File: src/pmrc_map.vh
// Register map, field positions, reset values and timing counts of the power-mode controller.
// Assumes a 40 MHz reference clock and an APB slave with 32-bit data.
`ifndef PMRC_MAP_VH
`define PMRC_MAP_VH

`define PMRC_CLK_HZ            40000000
`define PMRC_ADDR_CTRL         12'h000
`define PMRC_ADDR_SHUTDOWN     12'h004
`define PMRC_ADDR_FAULT_LOG    12'h008
`define PMRC_ADDR_STATUS       12'h00c
`define PMRC_ADDR_KEY_TIME     12'h010

`define PMRC_CTRL_RTC_PD       0
`define PMRC_CTRL_RTC_SF       1
`define PMRC_CTRL_RTC_DOM      2
`define PMRC_CTRL_INT_FAST     3
`define PMRC_CTRL_HOST_FAST    4
`define PMRC_CTRL_KEY_FAST     5
`define PMRC_CTRL_AON_LDO      6
`define PMRC_CTRL_WDG_EN       7
`define PMRC_CTRL_RESET        8'h44

`define PMRC_LOG_KEY           0
`define PMRC_LOG_EXT           1
`define PMRC_LOG_WDG           2
`define PMRC_LOG_UV            3
`define PMRC_LOG_OT            4
`define PMRC_LOG_HOST          5

`define PMRC_CANCEL_MS         1000
`define PMRC_CANCEL_CYC        (`PMRC_CLK_HZ / 1000 * `PMRC_CANCEL_MS)
`define PMRC_LONG_PRESS_MS     4000
`define PMRC_LONG_PRESS_CYC    (`PMRC_CLK_HZ / 1000 * `PMRC_LONG_PRESS_MS)
`define PMRC_WDG_MS            2000
`define PMRC_WDG_CYC           (`PMRC_CLK_HZ / 1000 * `PMRC_WDG_MS)
`define PMRC_STEP_US           32
`define PMRC_STEP_CYC          (`PMRC_CLK_HZ / 1000000 * `PMRC_STEP_US)
`define PMRC_SEQ_STEPS         15

`endif

File: src/pmrc_ctrl.v
// Power-mode and reset controller: NO-POWER, RTC, RESET and shutdown handling.
// Assumes a 40 MHz ref_clk from the internal oscillator, analog comparators as
// synchronous level inputs, and an APB master for the register file.
`timescale 1ns/1ps
`default_nettype none
`include "pmrc_map.vh"
module pmrc_ctrl #(
   parameter LONG_PRESS_CYC = `PMRC_LONG_PRESS_CYC,
   parameter CANCEL_CYC     = `PMRC_CANCEL_CYC,
   parameter WDG_CYC        = `PMRC_WDG_CYC,
   parameter STEP_CYC       = `PMRC_STEP_CYC,
   parameter SEQ_STEPS      = `PMRC_SEQ_STEPS
) (
   input  wire        ref_clk,
   input  wire        nrst,
   input  wire        psel,
   input  wire        penable,
   input  wire        pwrite,
   input  wire [11:0] paddr,
   input  wire [31:0] pwdata,
   output reg  [31:0] prdata,
   output reg         pready,
   output reg         pslverr,
   input  wire        power_key_n,
   input  wire        reset_request_n,
   input  wire        vsys_above_por,
   input  wire        vsys_below_por_low,
   input  wire        vsys_undervoltage,
   input  wire        supply_fault,
   input  wire        battery_only,
   input  wire        rtc_request,
   input  wire        rtc_alarm,
   input  wire        over_temp,
   input  wire        watchdog_service,
   input  wire        powerdown_req,
   input  wire        wakeup_req,
   input  wire        otp_abort,
   input  wire        otp_done,
   output reg         system_reset_out_n,
   output reg         interrupt_out_n,
   output reg         por_out,
   output reg         otp_reload,
   output reg         event_clear,
   output reg         gpio_enable,
   output reg         always_on_ldo_en,
   output reg         regulators_en,
   output reg         core_ldo_reduced,
   output reg  [3:0]  seq_position,
   output reg  [2:0]  power_mode
);
   localparam [2:0] ST_NOPOWER = 3'h0;
   localparam [2:0] ST_RTC     = 3'h1;
   localparam [2:0] ST_RESET   = 3'h2;
   localparam [2:0] ST_PDOWN   = 3'h3;
   localparam [2:0] ST_ACTIVE  = 3'h4;
   localparam [2:0] ST_SHUT    = 3'h5;

   ////////////////////////////////////////////////////////////////////////////
   // Input synchronisation and edge detection.
   wire key_s_n;
   wire rreq_s_n;
   reg  rreq_d_n;

   pmrc_sync #(.RESET_VAL(1'b1)) u_key_sync (
      .ref_clk (ref_clk),
      .nrst    (nrst),
      .din     (power_key_n),
      .dout    (key_s_n)
   );
   pmrc_sync #(.RESET_VAL(1'b1)) u_rreq_sync (
      .ref_clk (ref_clk),
      .nrst    (nrst),
      .din     (reset_request_n),
      .dout    (rreq_s_n)
   );

   always @(posedge ref_clk or negedge nrst) begin
      if (!nrst) begin
         rreq_d_n <= 1'b1;
      end else begin
         rreq_d_n <= rreq_s_n;
      end
   end

   wire rreq_fall = rreq_d_n & ~rreq_s_n;

   ////////////////////////////////////////////////////////////////////////////
   // Registers.
   reg [7:0]  ctrl;
   reg [5:0]  fault_log;
   reg [31:0] key_time;
   reg [2:0]  state;
   reg [31:0] press_cnt;
   reg [31:0] cancel_cnt;
   reg [31:0] wdg_cnt;
   reg [31:0] step_cnt;
   reg        key_pending;
   reg        fast;
   reg        key_por;
   reg        host_sd_pulse;

   wire apb_acc   = psel & penable;
   wire apb_wr    = apb_acc & pwrite;
   wire addr_ok   = (paddr == `PMRC_ADDR_CTRL) | (paddr == `PMRC_ADDR_SHUTDOWN) |
                    (paddr == `PMRC_ADDR_FAULT_LOG) | (paddr == `PMRC_ADDR_STATUS) |
                    (paddr == `PMRC_ADDR_KEY_TIME);
   wire log_wr    = apb_wr & (paddr == `PMRC_ADDR_FAULT_LOG);
   wire [5:0] log_clr = log_wr ? pwdata[5:0] : 6'h00;

   wire powered   = (state == ST_PDOWN) | (state == ST_ACTIVE);
   wire wdg_en    = ctrl[`PMRC_CTRL_WDG_EN];
   wire wdg_fault = powered & wdg_en & (wdg_cnt >= WDG_CYC);
   wire int_fault = powered & (wdg_fault | vsys_undervoltage | over_temp);
   wire ext_trig  = powered & rreq_fall;
   wire host_trig = powered & host_sd_pulse;
   wire hard_trig = int_fault | ext_trig | host_trig;
   wire key_long  = powered & ~key_s_n & (press_cnt >= key_time) & ~key_pending;
   wire key_done  = key_pending & (cancel_cnt >= CANCEL_CYC);
   wire rtc_auto  = ctrl[`PMRC_CTRL_RTC_DOM] &
                    ((supply_fault & ctrl[`PMRC_CTRL_RTC_SF]) | vsys_below_por_low);
   wire step_tick = (step_cnt >= STEP_CYC - 1);
   // Settings reload on the very edge that leaves RESET, so POWERDOWN never acts on stale ones.
   wire reset_exit = (state == ST_RESET) & ~(rtc_auto | battery_only | rtc_request) &
                     ~otp_abort & otp_done & rreq_s_n & vsys_above_por & ~vsys_undervoltage;

   ////////////////////////////////////////////////////////////////////////////
   // APB slave; every access completes in its first access cycle.
   always @(posedge ref_clk or negedge nrst) begin
      if (!nrst) begin
         ctrl          <= `PMRC_CTRL_RESET;
         key_time      <= LONG_PRESS_CYC;
         host_sd_pulse <= 1'b0;
         prdata        <= 32'h0000_0000;
         pready        <= 1'b0;
         pslverr       <= 1'b0;
      end else begin
         host_sd_pulse <= 1'b0;
         pready        <= psel & ~penable;
         pslverr       <= psel & ~penable & ~addr_ok;
         if (psel & ~penable) begin
            case (paddr)
               `PMRC_ADDR_CTRL:      prdata <= {24'h000000, ctrl};
               `PMRC_ADDR_FAULT_LOG: prdata <= {26'h0000000, fault_log};
               `PMRC_ADDR_STATUS:    prdata <= {21'h000000, seq_position, key_pending,
                                               ~key_s_n, ~rreq_s_n, 1'b0, state};
               `PMRC_ADDR_KEY_TIME:  prdata <= key_time;
               default:              prdata <= 32'h0000_0000;
            endcase
         end
         if (apb_wr & pready) begin
            if (paddr == `PMRC_ADDR_CTRL) begin
               ctrl <= pwdata[7:0];
            end
            if (paddr == `PMRC_ADDR_KEY_TIME) begin
               key_time <= pwdata;
            end
            if ((paddr == `PMRC_ADDR_SHUTDOWN) & pwdata[0]) begin
               host_sd_pulse <= 1'b1;
            end
         end
         if (reset_exit) begin
            ctrl     <= `PMRC_CTRL_RESET;
            key_time <= LONG_PRESS_CYC;
         end
      end
   end

   ////////////////////////////////////////////////////////////////////////////
   // Fault-cause log; a cause raised in the clearing cycle survives.
   reg [5:0] log_set;
   always @* begin
      log_set = 6'h00;
      log_set[`PMRC_LOG_KEY]  = key_long & ~hard_trig;
      log_set[`PMRC_LOG_EXT]  = ext_trig;
      log_set[`PMRC_LOG_WDG]  = wdg_fault;
      log_set[`PMRC_LOG_UV]   = powered & vsys_undervoltage;
      log_set[`PMRC_LOG_OT]   = powered & over_temp;
      log_set[`PMRC_LOG_HOST] = host_trig;
   end

   always @(posedge ref_clk or negedge nrst) begin
      if (!nrst) begin
         fault_log <= 6'h00;
      end else begin
         fault_log <= (fault_log & ~(log_clr & {6{pready}})) | log_set;
      end
   end

   ////////////////////////////////////////////////////////////////////////////
   // Counters: key press duration, cancel window, watchdog, sequencer step.
   always @(posedge ref_clk or negedge nrst) begin
      if (!nrst) begin
         press_cnt  <= 32'h0000_0000;
         cancel_cnt <= 32'h0000_0000;
         wdg_cnt    <= 32'h0000_0000;
         step_cnt   <= 32'h0000_0000;
      end else begin
         press_cnt  <= key_s_n ? 32'h0000_0000 : press_cnt + 32'h1;
         cancel_cnt <= key_pending ? cancel_cnt + 32'h1 : 32'h0000_0000;
         if (watchdog_service | ~powered | ~wdg_en) begin
            wdg_cnt <= 32'h0000_0000;
         end else if (~wdg_fault) begin
            wdg_cnt <= wdg_cnt + 32'h1;
         end
         step_cnt <= (state != ST_SHUT | step_tick) ? 32'h0000_0000 : step_cnt + 32'h1;
      end
   end

   ////////////////////////////////////////////////////////////////////////////
   // Power-mode state machine.
   always @(posedge ref_clk or negedge nrst) begin
      if (!nrst) begin
         state        <= ST_NOPOWER;
         key_pending  <= 1'b0;
         fast         <= 1'b0;
         key_por      <= 1'b0;
         seq_position <= 4'h0;
         otp_reload   <= 1'b0;
         event_clear  <= 1'b0;
         por_out      <= 1'b0;
         interrupt_out_n    <= 1'b1;
         system_reset_out_n <= 1'b0;
      end else begin
         otp_reload  <= 1'b0;
         event_clear <= 1'b0;
         por_out     <= 1'b0;
         if (key_pending & log_clr[`PMRC_LOG_KEY] & pready & ~key_long) begin
            key_pending     <= 1'b0;
            interrupt_out_n <= 1'b1;
         end
         case (state)
            ST_NOPOWER: begin
               if (vsys_above_por) begin
                  state       <= ST_RESET;
                  event_clear <= 1'b1;
               end
            end
            ST_RTC: begin
               system_reset_out_n <= 1'b0;
               if ((vsys_above_por & ~battery_only & ~rtc_auto) | ~key_s_n | rtc_alarm) begin
                  state       <= ST_RESET;
                  event_clear <= 1'b1;
               end
            end
            ST_RESET: begin
               system_reset_out_n <= 1'b0;
               key_pending        <= 1'b0;
               interrupt_out_n    <= 1'b1;
               if (rtc_auto | battery_only | rtc_request) begin
                  state <= ST_RTC;
               end else if (otp_abort) begin
                  state <= ST_RESET;
               end else if (otp_done & rreq_s_n & vsys_above_por & ~vsys_undervoltage) begin
                  state      <= ST_PDOWN;
                  otp_reload <= 1'b1;
               end
            end
            ST_PDOWN, ST_ACTIVE: begin
               system_reset_out_n <= 1'b1;
               if (hard_trig | key_done) begin
                  system_reset_out_n <= 1'b0;
                  key_pending        <= 1'b0;
                  interrupt_out_n    <= 1'b1;
                  key_por            <= ~hard_trig & ctrl[`PMRC_CTRL_KEY_FAST];
                  fast <= int_fault ? ctrl[`PMRC_CTRL_INT_FAST] :
                          (ext_trig | host_trig) ? ctrl[`PMRC_CTRL_HOST_FAST] :
                          ctrl[`PMRC_CTRL_KEY_FAST];
                  state <= ST_SHUT;
                  seq_position <= (state == ST_ACTIVE) ? SEQ_STEPS[3:0] : 4'h0;
               end else if (key_long) begin
                  key_pending     <= 1'b1;
                  interrupt_out_n <= 1'b0;
               end else if (rtc_auto | battery_only | rtc_request |
                            (state == ST_PDOWN & ctrl[`PMRC_CTRL_RTC_PD])) begin
                  state <= ST_RTC;
               end else if (state == ST_PDOWN & wakeup_req) begin
                  state <= ST_ACTIVE;
               end else if (state == ST_ACTIVE & powerdown_req) begin
                  state <= ST_PDOWN;
               end
            end
            ST_SHUT: begin
               system_reset_out_n <= 1'b0;
               if (fast | seq_position == 4'h0) begin
                  seq_position <= 4'h0;
                  if (key_por) begin
                     state   <= ST_NOPOWER;
                     por_out <= 1'b1;
                  end else begin
                     state <= ST_RESET;
                  end
                  event_clear <= 1'b1;
               end else if (step_tick) begin
                  seq_position <= seq_position - 4'h1;
               end
            end
            default: begin
               state <= ST_NOPOWER;
            end
         endcase
      end
   end

   ////////////////////////////////////////////////////////////////////////////
   // Supply and function enables follow the mode.
   always @(posedge ref_clk or negedge nrst) begin
      if (!nrst) begin
         gpio_enable      <= 1'b0;
         always_on_ldo_en <= 1'b0;
         regulators_en    <= 1'b0;
         core_ldo_reduced <= 1'b0;
         power_mode       <= ST_NOPOWER;
      end else begin
         power_mode       <= state;
         gpio_enable      <= (state != ST_RTC) & (state != ST_NOPOWER);
         regulators_en    <= (state == ST_ACTIVE) | (state == ST_SHUT & ~fast);
         always_on_ldo_en <= (state == ST_RESET | powered | state == ST_SHUT) &
                             ctrl[`PMRC_CTRL_AON_LDO];
         core_ldo_reduced <= (state == ST_RESET);
      end
   end
endmodule // pmrc_ctrl
`default_nettype wire

File: src/pmrc_sync.v
// Two-flop synchroniser for one level input.
// Assumes the input may change at any time relative to ref_clk.
`timescale 1ns/1ps
`default_nettype none
module pmrc_sync #(
   parameter RESET_VAL = 1'b1
) (
   input  wire ref_clk,
   input  wire nrst,
   input  wire din,
   output reg  dout
);
   reg meta;

   // The first flop feeds only the second; nothing else looks at it.
   always @(posedge ref_clk or negedge nrst) begin
      if (!nrst) begin
         meta <= RESET_VAL;
         dout <= RESET_VAL;
      end else begin
         meta <= din;
         dout <= meta;
      end
   end
endmodule // pmrc_sync
`default_nettype wire

File: config.mk
export PLATFORM = sky130hd
export DESIGN_NAME = pmrc_ctrl
export DESIGN_NICKNAME = d
export VERILOG_FILES = /design/src/pmrc_ctrl.v /design/src/pmrc_sync.v
export VERILOG_INCLUDE_DIRS = /design/src
export SDC_FILE = /design/constraint.sdc
export NUM_CORES = 1
export LEC_CHECK = 0
export BUFFER_PORTS_ARGS = -buffer_cell sky130_fd_sc_hd__buf_2
export CORE_MARGIN = 10
export CORE_UTILIZATION = 35
export CTS_CLUSTER_DIAMETER = 100
export DETAILED_ROUTE_END_ITERATION = 10
export GPL_ROUTABILITY_DRIVEN = 1
export GPL_TIMING_DRIVEN = 0
export SLEW_MARGIN = 0
export SYNTH_ARGS = -nofsm -noshare
export SYNTH_HDL_FRONTEND = slang
export SYNTH_SLANG_ARGS = --single-unit
export TNS_END_PERCENT = 30
File: constraint.sdc
create_clock -name ref_clk -period 4 [get_ports ref_clk]
set_clock_uncertainty 0.2 [all_clocks]
set_input_delay 0.6 -clock ref_clk [delete_from_list [all_inputs] [get_ports ref_clk]]
set_output_delay 0.6 -clock ref_clk [all_outputs]
set_load 0.1 [all_outputs]
Word-level counts from Yosys, hierarchy flattened
Cells that the tools add are included.
{"block": "totals", "reg_bits": 236, "inputBits": 64, "out_inout_bits": 50}
{"block": "op_classes", "add_sub_neg": 5, "order_cmp": 4, "eq_ne": 20, "mux": 56, "bitwise": 86, "reduce_logical": 16}
{"cell": "$mux 32", "count": 8}
{"cell": "$add 32x1->32 const B", "count": 4}
{"cell": "$pmux 32 s4", "count": 1}
{"cell": "$and 1x1->1", "count": 43}
{"cell": "$mux 3", "count": 11}
{"cell": "$ge 32x11->1 const B", "count": 1}
{"cell": "$ge 32x26->1 const B", "count": 1}
{"cell": "$ge 32x27->1 const B", "count": 1}
{"cell": "$ge 32x32->1", "count": 1}
{"cell": "$eq 12x4->1 const B", "count": 2}
{"cell": "$mux 8", "count": 3}
{"cell": "$or 1x1->1", "count": 24}
{"cell": "$mux 1", "count": 21}
{"cell": "$mux 4", "count": 4}
{"cell": "$not 1->1", "count": 15}
{"cell": "$pmux 3 s5", "count": 1}
{"cell": "$and 6x6->6", "count": 2}
{"cell": "$eq 12x3->1 const B", "count": 1}
{"cell": "$eq 12x5->1 const B", "count": 1}
{"cell": "$logic_not 12->1", "count": 1}
{"cell": "$reduce_bool 2->1", "count": 5}
{"cell": "$ne 3x3->1 const B", "count": 3}
{"cell": "$ne 2x2->1 const B", "count": 4}
{"cell": "$pmux 4 s2", "count": 1}
{"cell": "other kinds (22)", "count": 28}

Longest topological paths before layout
{"block": "depth", "ltp_word": 14, "depth_mapped": 9, "ltp_nobuf": 9}

Cells and area by module
From an unflattened synthesis, not the netlist that was laid out.
{"block": "hier_totals", "cells_unflattened": 1157, "area_unflattened_um2": 11409.7}
{"mod": "pmrc_ctrl", "n_inst": 1, "cells_each": 1153, "area_each_um2": 11304.6, "seq_area_each_um2": 5820.6}
{"mod": "pmrc_sync", "n_inst": 2, "cells_each": 2, "area_each_um2": 52.6, "seq_area_each_um2": 52.6}

Worst setup path after synthesis
No wires, ideal clock.
{"block": "synth_path", "path_kind": "register to register", "startpoint": "register key_time[14]", "endpoint": "register state[0]", "arrival_time_ns": 2.525, "path_slack_ns": 1.151, "stages_incl_launch_ff": 10, "n_path_buf": 0, "synth_period_minus_slack_ns": 2.849, "path_cell_list": "dfstp_2 -> inv_1 -> ha_1 -> a21o_1 -> a21o_1 -> a2111oi_0 -> a311oi_1 -> o21ai_0 -> o311ai_4 -> mux2_2"}
{"block": "synth_between", "elab_chain_len": 5}
{"item": "start: declaration", "line": "pmrc_ctrl.v:91", "source": "reg [31:0] key_time;"}
{"item": "start signal: assignment", "line": "pmrc_ctrl.v:155", "source": "key_time <= pwdata;"}
{"item": "$ge 32x32->1", "line": "pmrc_ctrl.v:117", "source": "wire key_long = powered & ~key_s_n & (press_cnt >= key_time) & ~key_pending;"}
{"item": "$and 1x1->1 (2 in series)", "line": "pmrc_ctrl.v:117"}
{"item": "$ne 3x3->1 (no line)"}
{"item": "$reduce_and 6->1 (no line)"}
{"item": "end signal: assignment", "line": "pmrc_ctrl.v:213", "source": "state <= ST_NOPOWER;"}
{"item": "end signal: assignment", "line": "pmrc_ctrl.v:234", "source": "state <= ST_RESET;"}
{"item": "end signal: assignment", "line": "pmrc_ctrl.v:241", "source": "state <= ST_RESET;"}
{"item": "end: declaration", "line": "pmrc_ctrl.v:92", "source": "reg [2:0] state;"}
No other way between the ends.
A chain may end at the register's enable or synchronous reset.

Final worst setup path
{"block": "layout_path", "startpoint": "register state[1]", "endpoint": "register state[2]"}
{"block": "layout_between", "elab_chain_len": 12}
{"item": "$eq 3x2->1 / $eq 3x3->1 (equally long branches)"}
{"item": "$or 1x1->1", "line": "pmrc_ctrl.v:110", "source": "wire powered = (state == ST_PDOWN) | (state == ST_ACTIVE);"}
{"item": "$and 1x1->1 (2 in series)", "line": "pmrc_ctrl.v:112", "source": "wire wdg_fault = powered & wdg_en & (wdg_cnt >= WDG_CYC);"}
{"item": "$or 1x1->1 (2 in series)", "line": "pmrc_ctrl.v:113", "source": "wire int_fault = powered & (wdg_fault | vsys_undervoltage | over_temp);"}
{"item": "$and 1x1->1", "line": "pmrc_ctrl.v:113"}
{"item": "$or 1x1->1 (2 in series)", "line": "pmrc_ctrl.v:116", "source": "wire hard_trig = int_fault | ext_trig | host_trig;"}
{"item": "$or 1x1->1", "line": "pmrc_ctrl.v:260", "source": "if (hard_trig | key_done) begin"}
{"item": "$ne 5x5->1 (no line) (tied with other cells)"}
{"item": "$reduce_and 6->1 (no line) / $pmux 3 s5 (equally long branches)"}
Several ways; a longest one is shown, not always the timed one. The select of a mux whose other input is x is not followed.

==> reports/qor.csv <==
stage,metric,value,unit
synthesis,ys flop type,dfrtp_1,
cells_and_area,final instance area,13400,µm²
critical_path,required time of the worst setup path,4.20,ns
synthesis,asr flop ratio synth,1.00,
outcome,status,"complete, no violations",
global_routing,initial antenna violation count,3,
synthesis,syn avg cell area,9.73,µm²
routing,DR WL met2,13600,µm
routing,top routing layer in use,met5,
flow_run,Max Cap Viol,0,
routing,WL met1,13300,µm
synthesis,Post-Syn Instances,1162,
synthesis,Yosys warning count,0,
cells_and_area,nets,1430,
critical_path,CP max stage cell,a311oi_1,
synthesis,"Seq/Total Area, Yosys",0.524,
critical_path,Critical Path End Type,flop,
timing,Final period util,0.943,
clocking,CTS buffer count,27,
critical_path,CP Cell Sequence,"or3b_1, clkbuf_1, a211oi_1, nand4_1, a311oi_1, o21ai_0, o311ai_4, mux2_2",
timing,max-slew violation count,0,
hold_path,Worst Hold Class,input pin to flop,
clocking,H-tree depth,1,
critical_path,Setup CP Type,flop to flop,
critical_path,WP depth,8,
power_and_ir_drop,Flop pwr share,0.418,
cells_and_area,share of cells above drive strength 1,0.142,
synthesis,"Cell Area, Synth",11300,µm²
clocking,Root Driver,clkbuf_16,
global_routing,global-route wire length before repair,47000,µm
place,IO Port Bufs,112,
routing,initial DRC count,557,
power_and_ir_drop,Clock Power Share,0.390,
place,GPL Wtd Cong,0.882,
timing,Worst-Margin Slew,0.890,ns
critical_path,Critical Path Source,state[1]$_DFFE_PN0P_,
power_and_ir_drop,final total power,0.00622,W
cells_and_area,Multi-input gate area,5080,µm²
power_and_ir_drop,power share of the combinational group,0.191,
critical_path,R2R depth,8,
synthesis,number of enable flip-flop cells after synthesis,0,
power_and_ir_drop,worst vdd ir,0.344,mV
clocking,clk_lat worst skew,0.53,ns
clocking,TritonCTS clock tree,built,
cells_and_area,most frequent cells in the layout,"220 x dfrtp_1, 179 x nand2_1, 114 x nor2_1",
routing,DRT Wirelength,29300,µm
routing,WL met3,1660,µm
clocking,setup bufs post-CTS,0,
global_routing,overall routing resource usage,0.147,
critical_path,Worst path max stage delay,0.65,ns
timing,FMAX,265,MHz
routing,DRC,0,
clocking,Clock transition at path regs,0.06,ns
routing,Avg WL per Cell,16.7,µm
routing,"antenna viol nets, final",0,
timing,setup TNS,0,ns
global_routing,grt total ovfl,0,
timing,fin crit period,3.77,ns
hold_path,Worst Min Path Start,pwdata[28],
routing,Vias/cell,5.02,
routing,TritonRoute pass-1 iters,6,
cells_and_area,fillers,3134,
hold_path,WHS Path Cells,3,
critical_path,crit-path max FO,7,
clocking,# resized after CTS,0,
timing,Slew HR,0.407,
power_and_ir_drop,Sw Ratio,0.317,
routing,via count,8790,
place,final HPWL from detailed placement,22200,µm
global_routing,largest net degree at the start of global routing,124,
critical_path,Top delay family on crit path,compound AO/OA/AOI/OAI gates,
timing,RSZ-0062 raised after global routing,false,
die,Ports,114,
critical_path,CP bufs+invs,1,
synthesis,Cell variety after synth,69,
die,Core Area,31700,µm²
timing,Hold Fails Final Rpt,0,
power_and_ir_drop,pwr dens,464,nW/µm²
clocking,Clock Path Buffers,3,
die,die width,200,µm
clocking,clk sinks,236,
synthesis,"flops & latches, synth",236,
cells_and_area,Post-Route Utilization,0.422,
power_and_ir_drop,Lkg Pwr,6.10,nW
cells_and_area,"most common cell after layout, fill and taps aside",dfrtp_1,
place,placed cells,1697,
global_routing,number of global-route vias before repair,8707,
place,"Cell Area, Placed",12500,µm²
power_and_ir_drop,NetSw,0.00197,W
timing,final setup violation count,0,
power_and_ir_drop,Internal Dissipation,0.00424,W
critical_path,Worst Path Arrival,3.98,ns
die,Die H,200,µm
critical_path,CP Launch Type,flop,
cells_and_area,Area Overhead vs Synth,18.5,%
critical_path,Worst R2R Start,state[1]$_DFFE_PN0P_,
cells_and_area,Post-Layout Cell Count,1751,
die,die footprint,39900,µm²
cells_and_area,Reg area,5930,µm²
die,Initial Util,0.356,
die,num rows,65,
==> worst reg2reg max path, stage by stage (launching register included) <==
cell,delay [ns]
dfrtp_1,0.45
or3b_1,0.39
clkbuf_1,0.20
a211oi_1,0.58
nand4_1,0.24
a311oi_1,0.65
o21ai_0,0.40
o311ai_4,0.18
mux2_2,0.37
==> final cells by class <==
cell class,instances,area share
Clock buffer,40,0.0578
Multi-Input combinational cell,848,0.380
Clock inverter,9,0.00757
Sequential cell,236,0.443
Tap cell,402,0.0376
Timing Repair Buffer,116,0.0469
Antenna cell,2,0.000374
Inverter,55,0.0154
Buffer,43,0.0121
==> metal layers <==
layer | up-vias | GRT usage
met3 | 39 | 0.0286
li1 | 4311 | -
met2 | 185 | 0.236
met5 | - | 0
met1 | 4253 | 0.198
met4 | 2 | 0.0373
==> stage by stage <==
step,hold WS [ns],worst slack [ns]
CTS,0.0903,0.222
detailed placement,0.149,0.234
floorplan,0.104,1.15
global placement,0.147,-2.12
global route,0.102,0.0835
finish,0.108,0.227
==> logic make-up (layout without fill, tap and decap cells) <==
family,Yosys count,count (layout),share of synthesized area
adders and majority gates,39,39,0.0432
AOI/OAI and AO/OA,166,166,0.0969
other,1,23,0.000332
and+or+nand+nor,518,518,0.219
muxes,22,22,0.0201
xor gates and xnor gates,82,82,0.0635
buffers and inverters,98,263,0.0327
DFF,236,236,0.524
==> sequential cells by signal, indices dropped and copies added (netlist names), 3 cells and up <==
signal        count
cancel_cnt       32
ctrl              8
fault_log         6
key_time         32
power_mode        3
prdata           32
press_cnt        32
seq_position      4
state             3
step_cnt         32
wdg_cnt          32
==> power by group through the flow <==
stage,registers (W),logic [W],clock network [W]
after floorplan,0.00303,0.000449,0
after global placement,0.00264,0.00117,0
after detailed placement,0.00264,0.00119,0
after CTS,0.00260,0.00120,0.00250
after global routing,0.00261,0.00128,0.00259
final,0.00260,0.00119,0.00243
==> final timing paths <==
check | to | slack, ns
min | key_time[28]$_DFFE_PN0P_ | 0.11
max in group asynchronous | prdata[7]$_DFFE_PN0P_ | 1.96
max | state[2]$_DFFE_PN0P_ | 0.23
min reg2reg | u_key_sync.dout$_DFF_PN1_ | 0.16
min in group asynchronous | wdg_cnt[24]$_DFFE_PN0P_ | 0.51
max reg2reg | state[2]$_DFFE_PN0P_ | 0.23
==> synth_stat cells, drive strengths merged (12+ instances only) <==
library cell / count / area, µm²
a21oi: 58 / 290
and2: 35 / 219
and3: 12 / 75.1
clkbuf: 41 / 154
dfrtp: 220 / 5510
dfstp: 16 / 420
ha: 39 / 488
inv: 54 / 203
mux2i: 16 / 160
nand2: 179 / 672
nand3: 59 / 295
nand4: 25 / 156
nor2: 114 / 428
nor3: 27 / 140
o21ai: 33 / 169
or3: 14 / 87.6
xnor2: 48 / 420
xor2: 34 / 298
==> what timing repair did <==
action / in CTS / in global routing
endpoints found under the setup margin: 0 / 0
hold buffers: 3 / 0
endpoints found under the hold margin: 37 / 0
No activity file was read; power rests on OpenSTA's default activity.
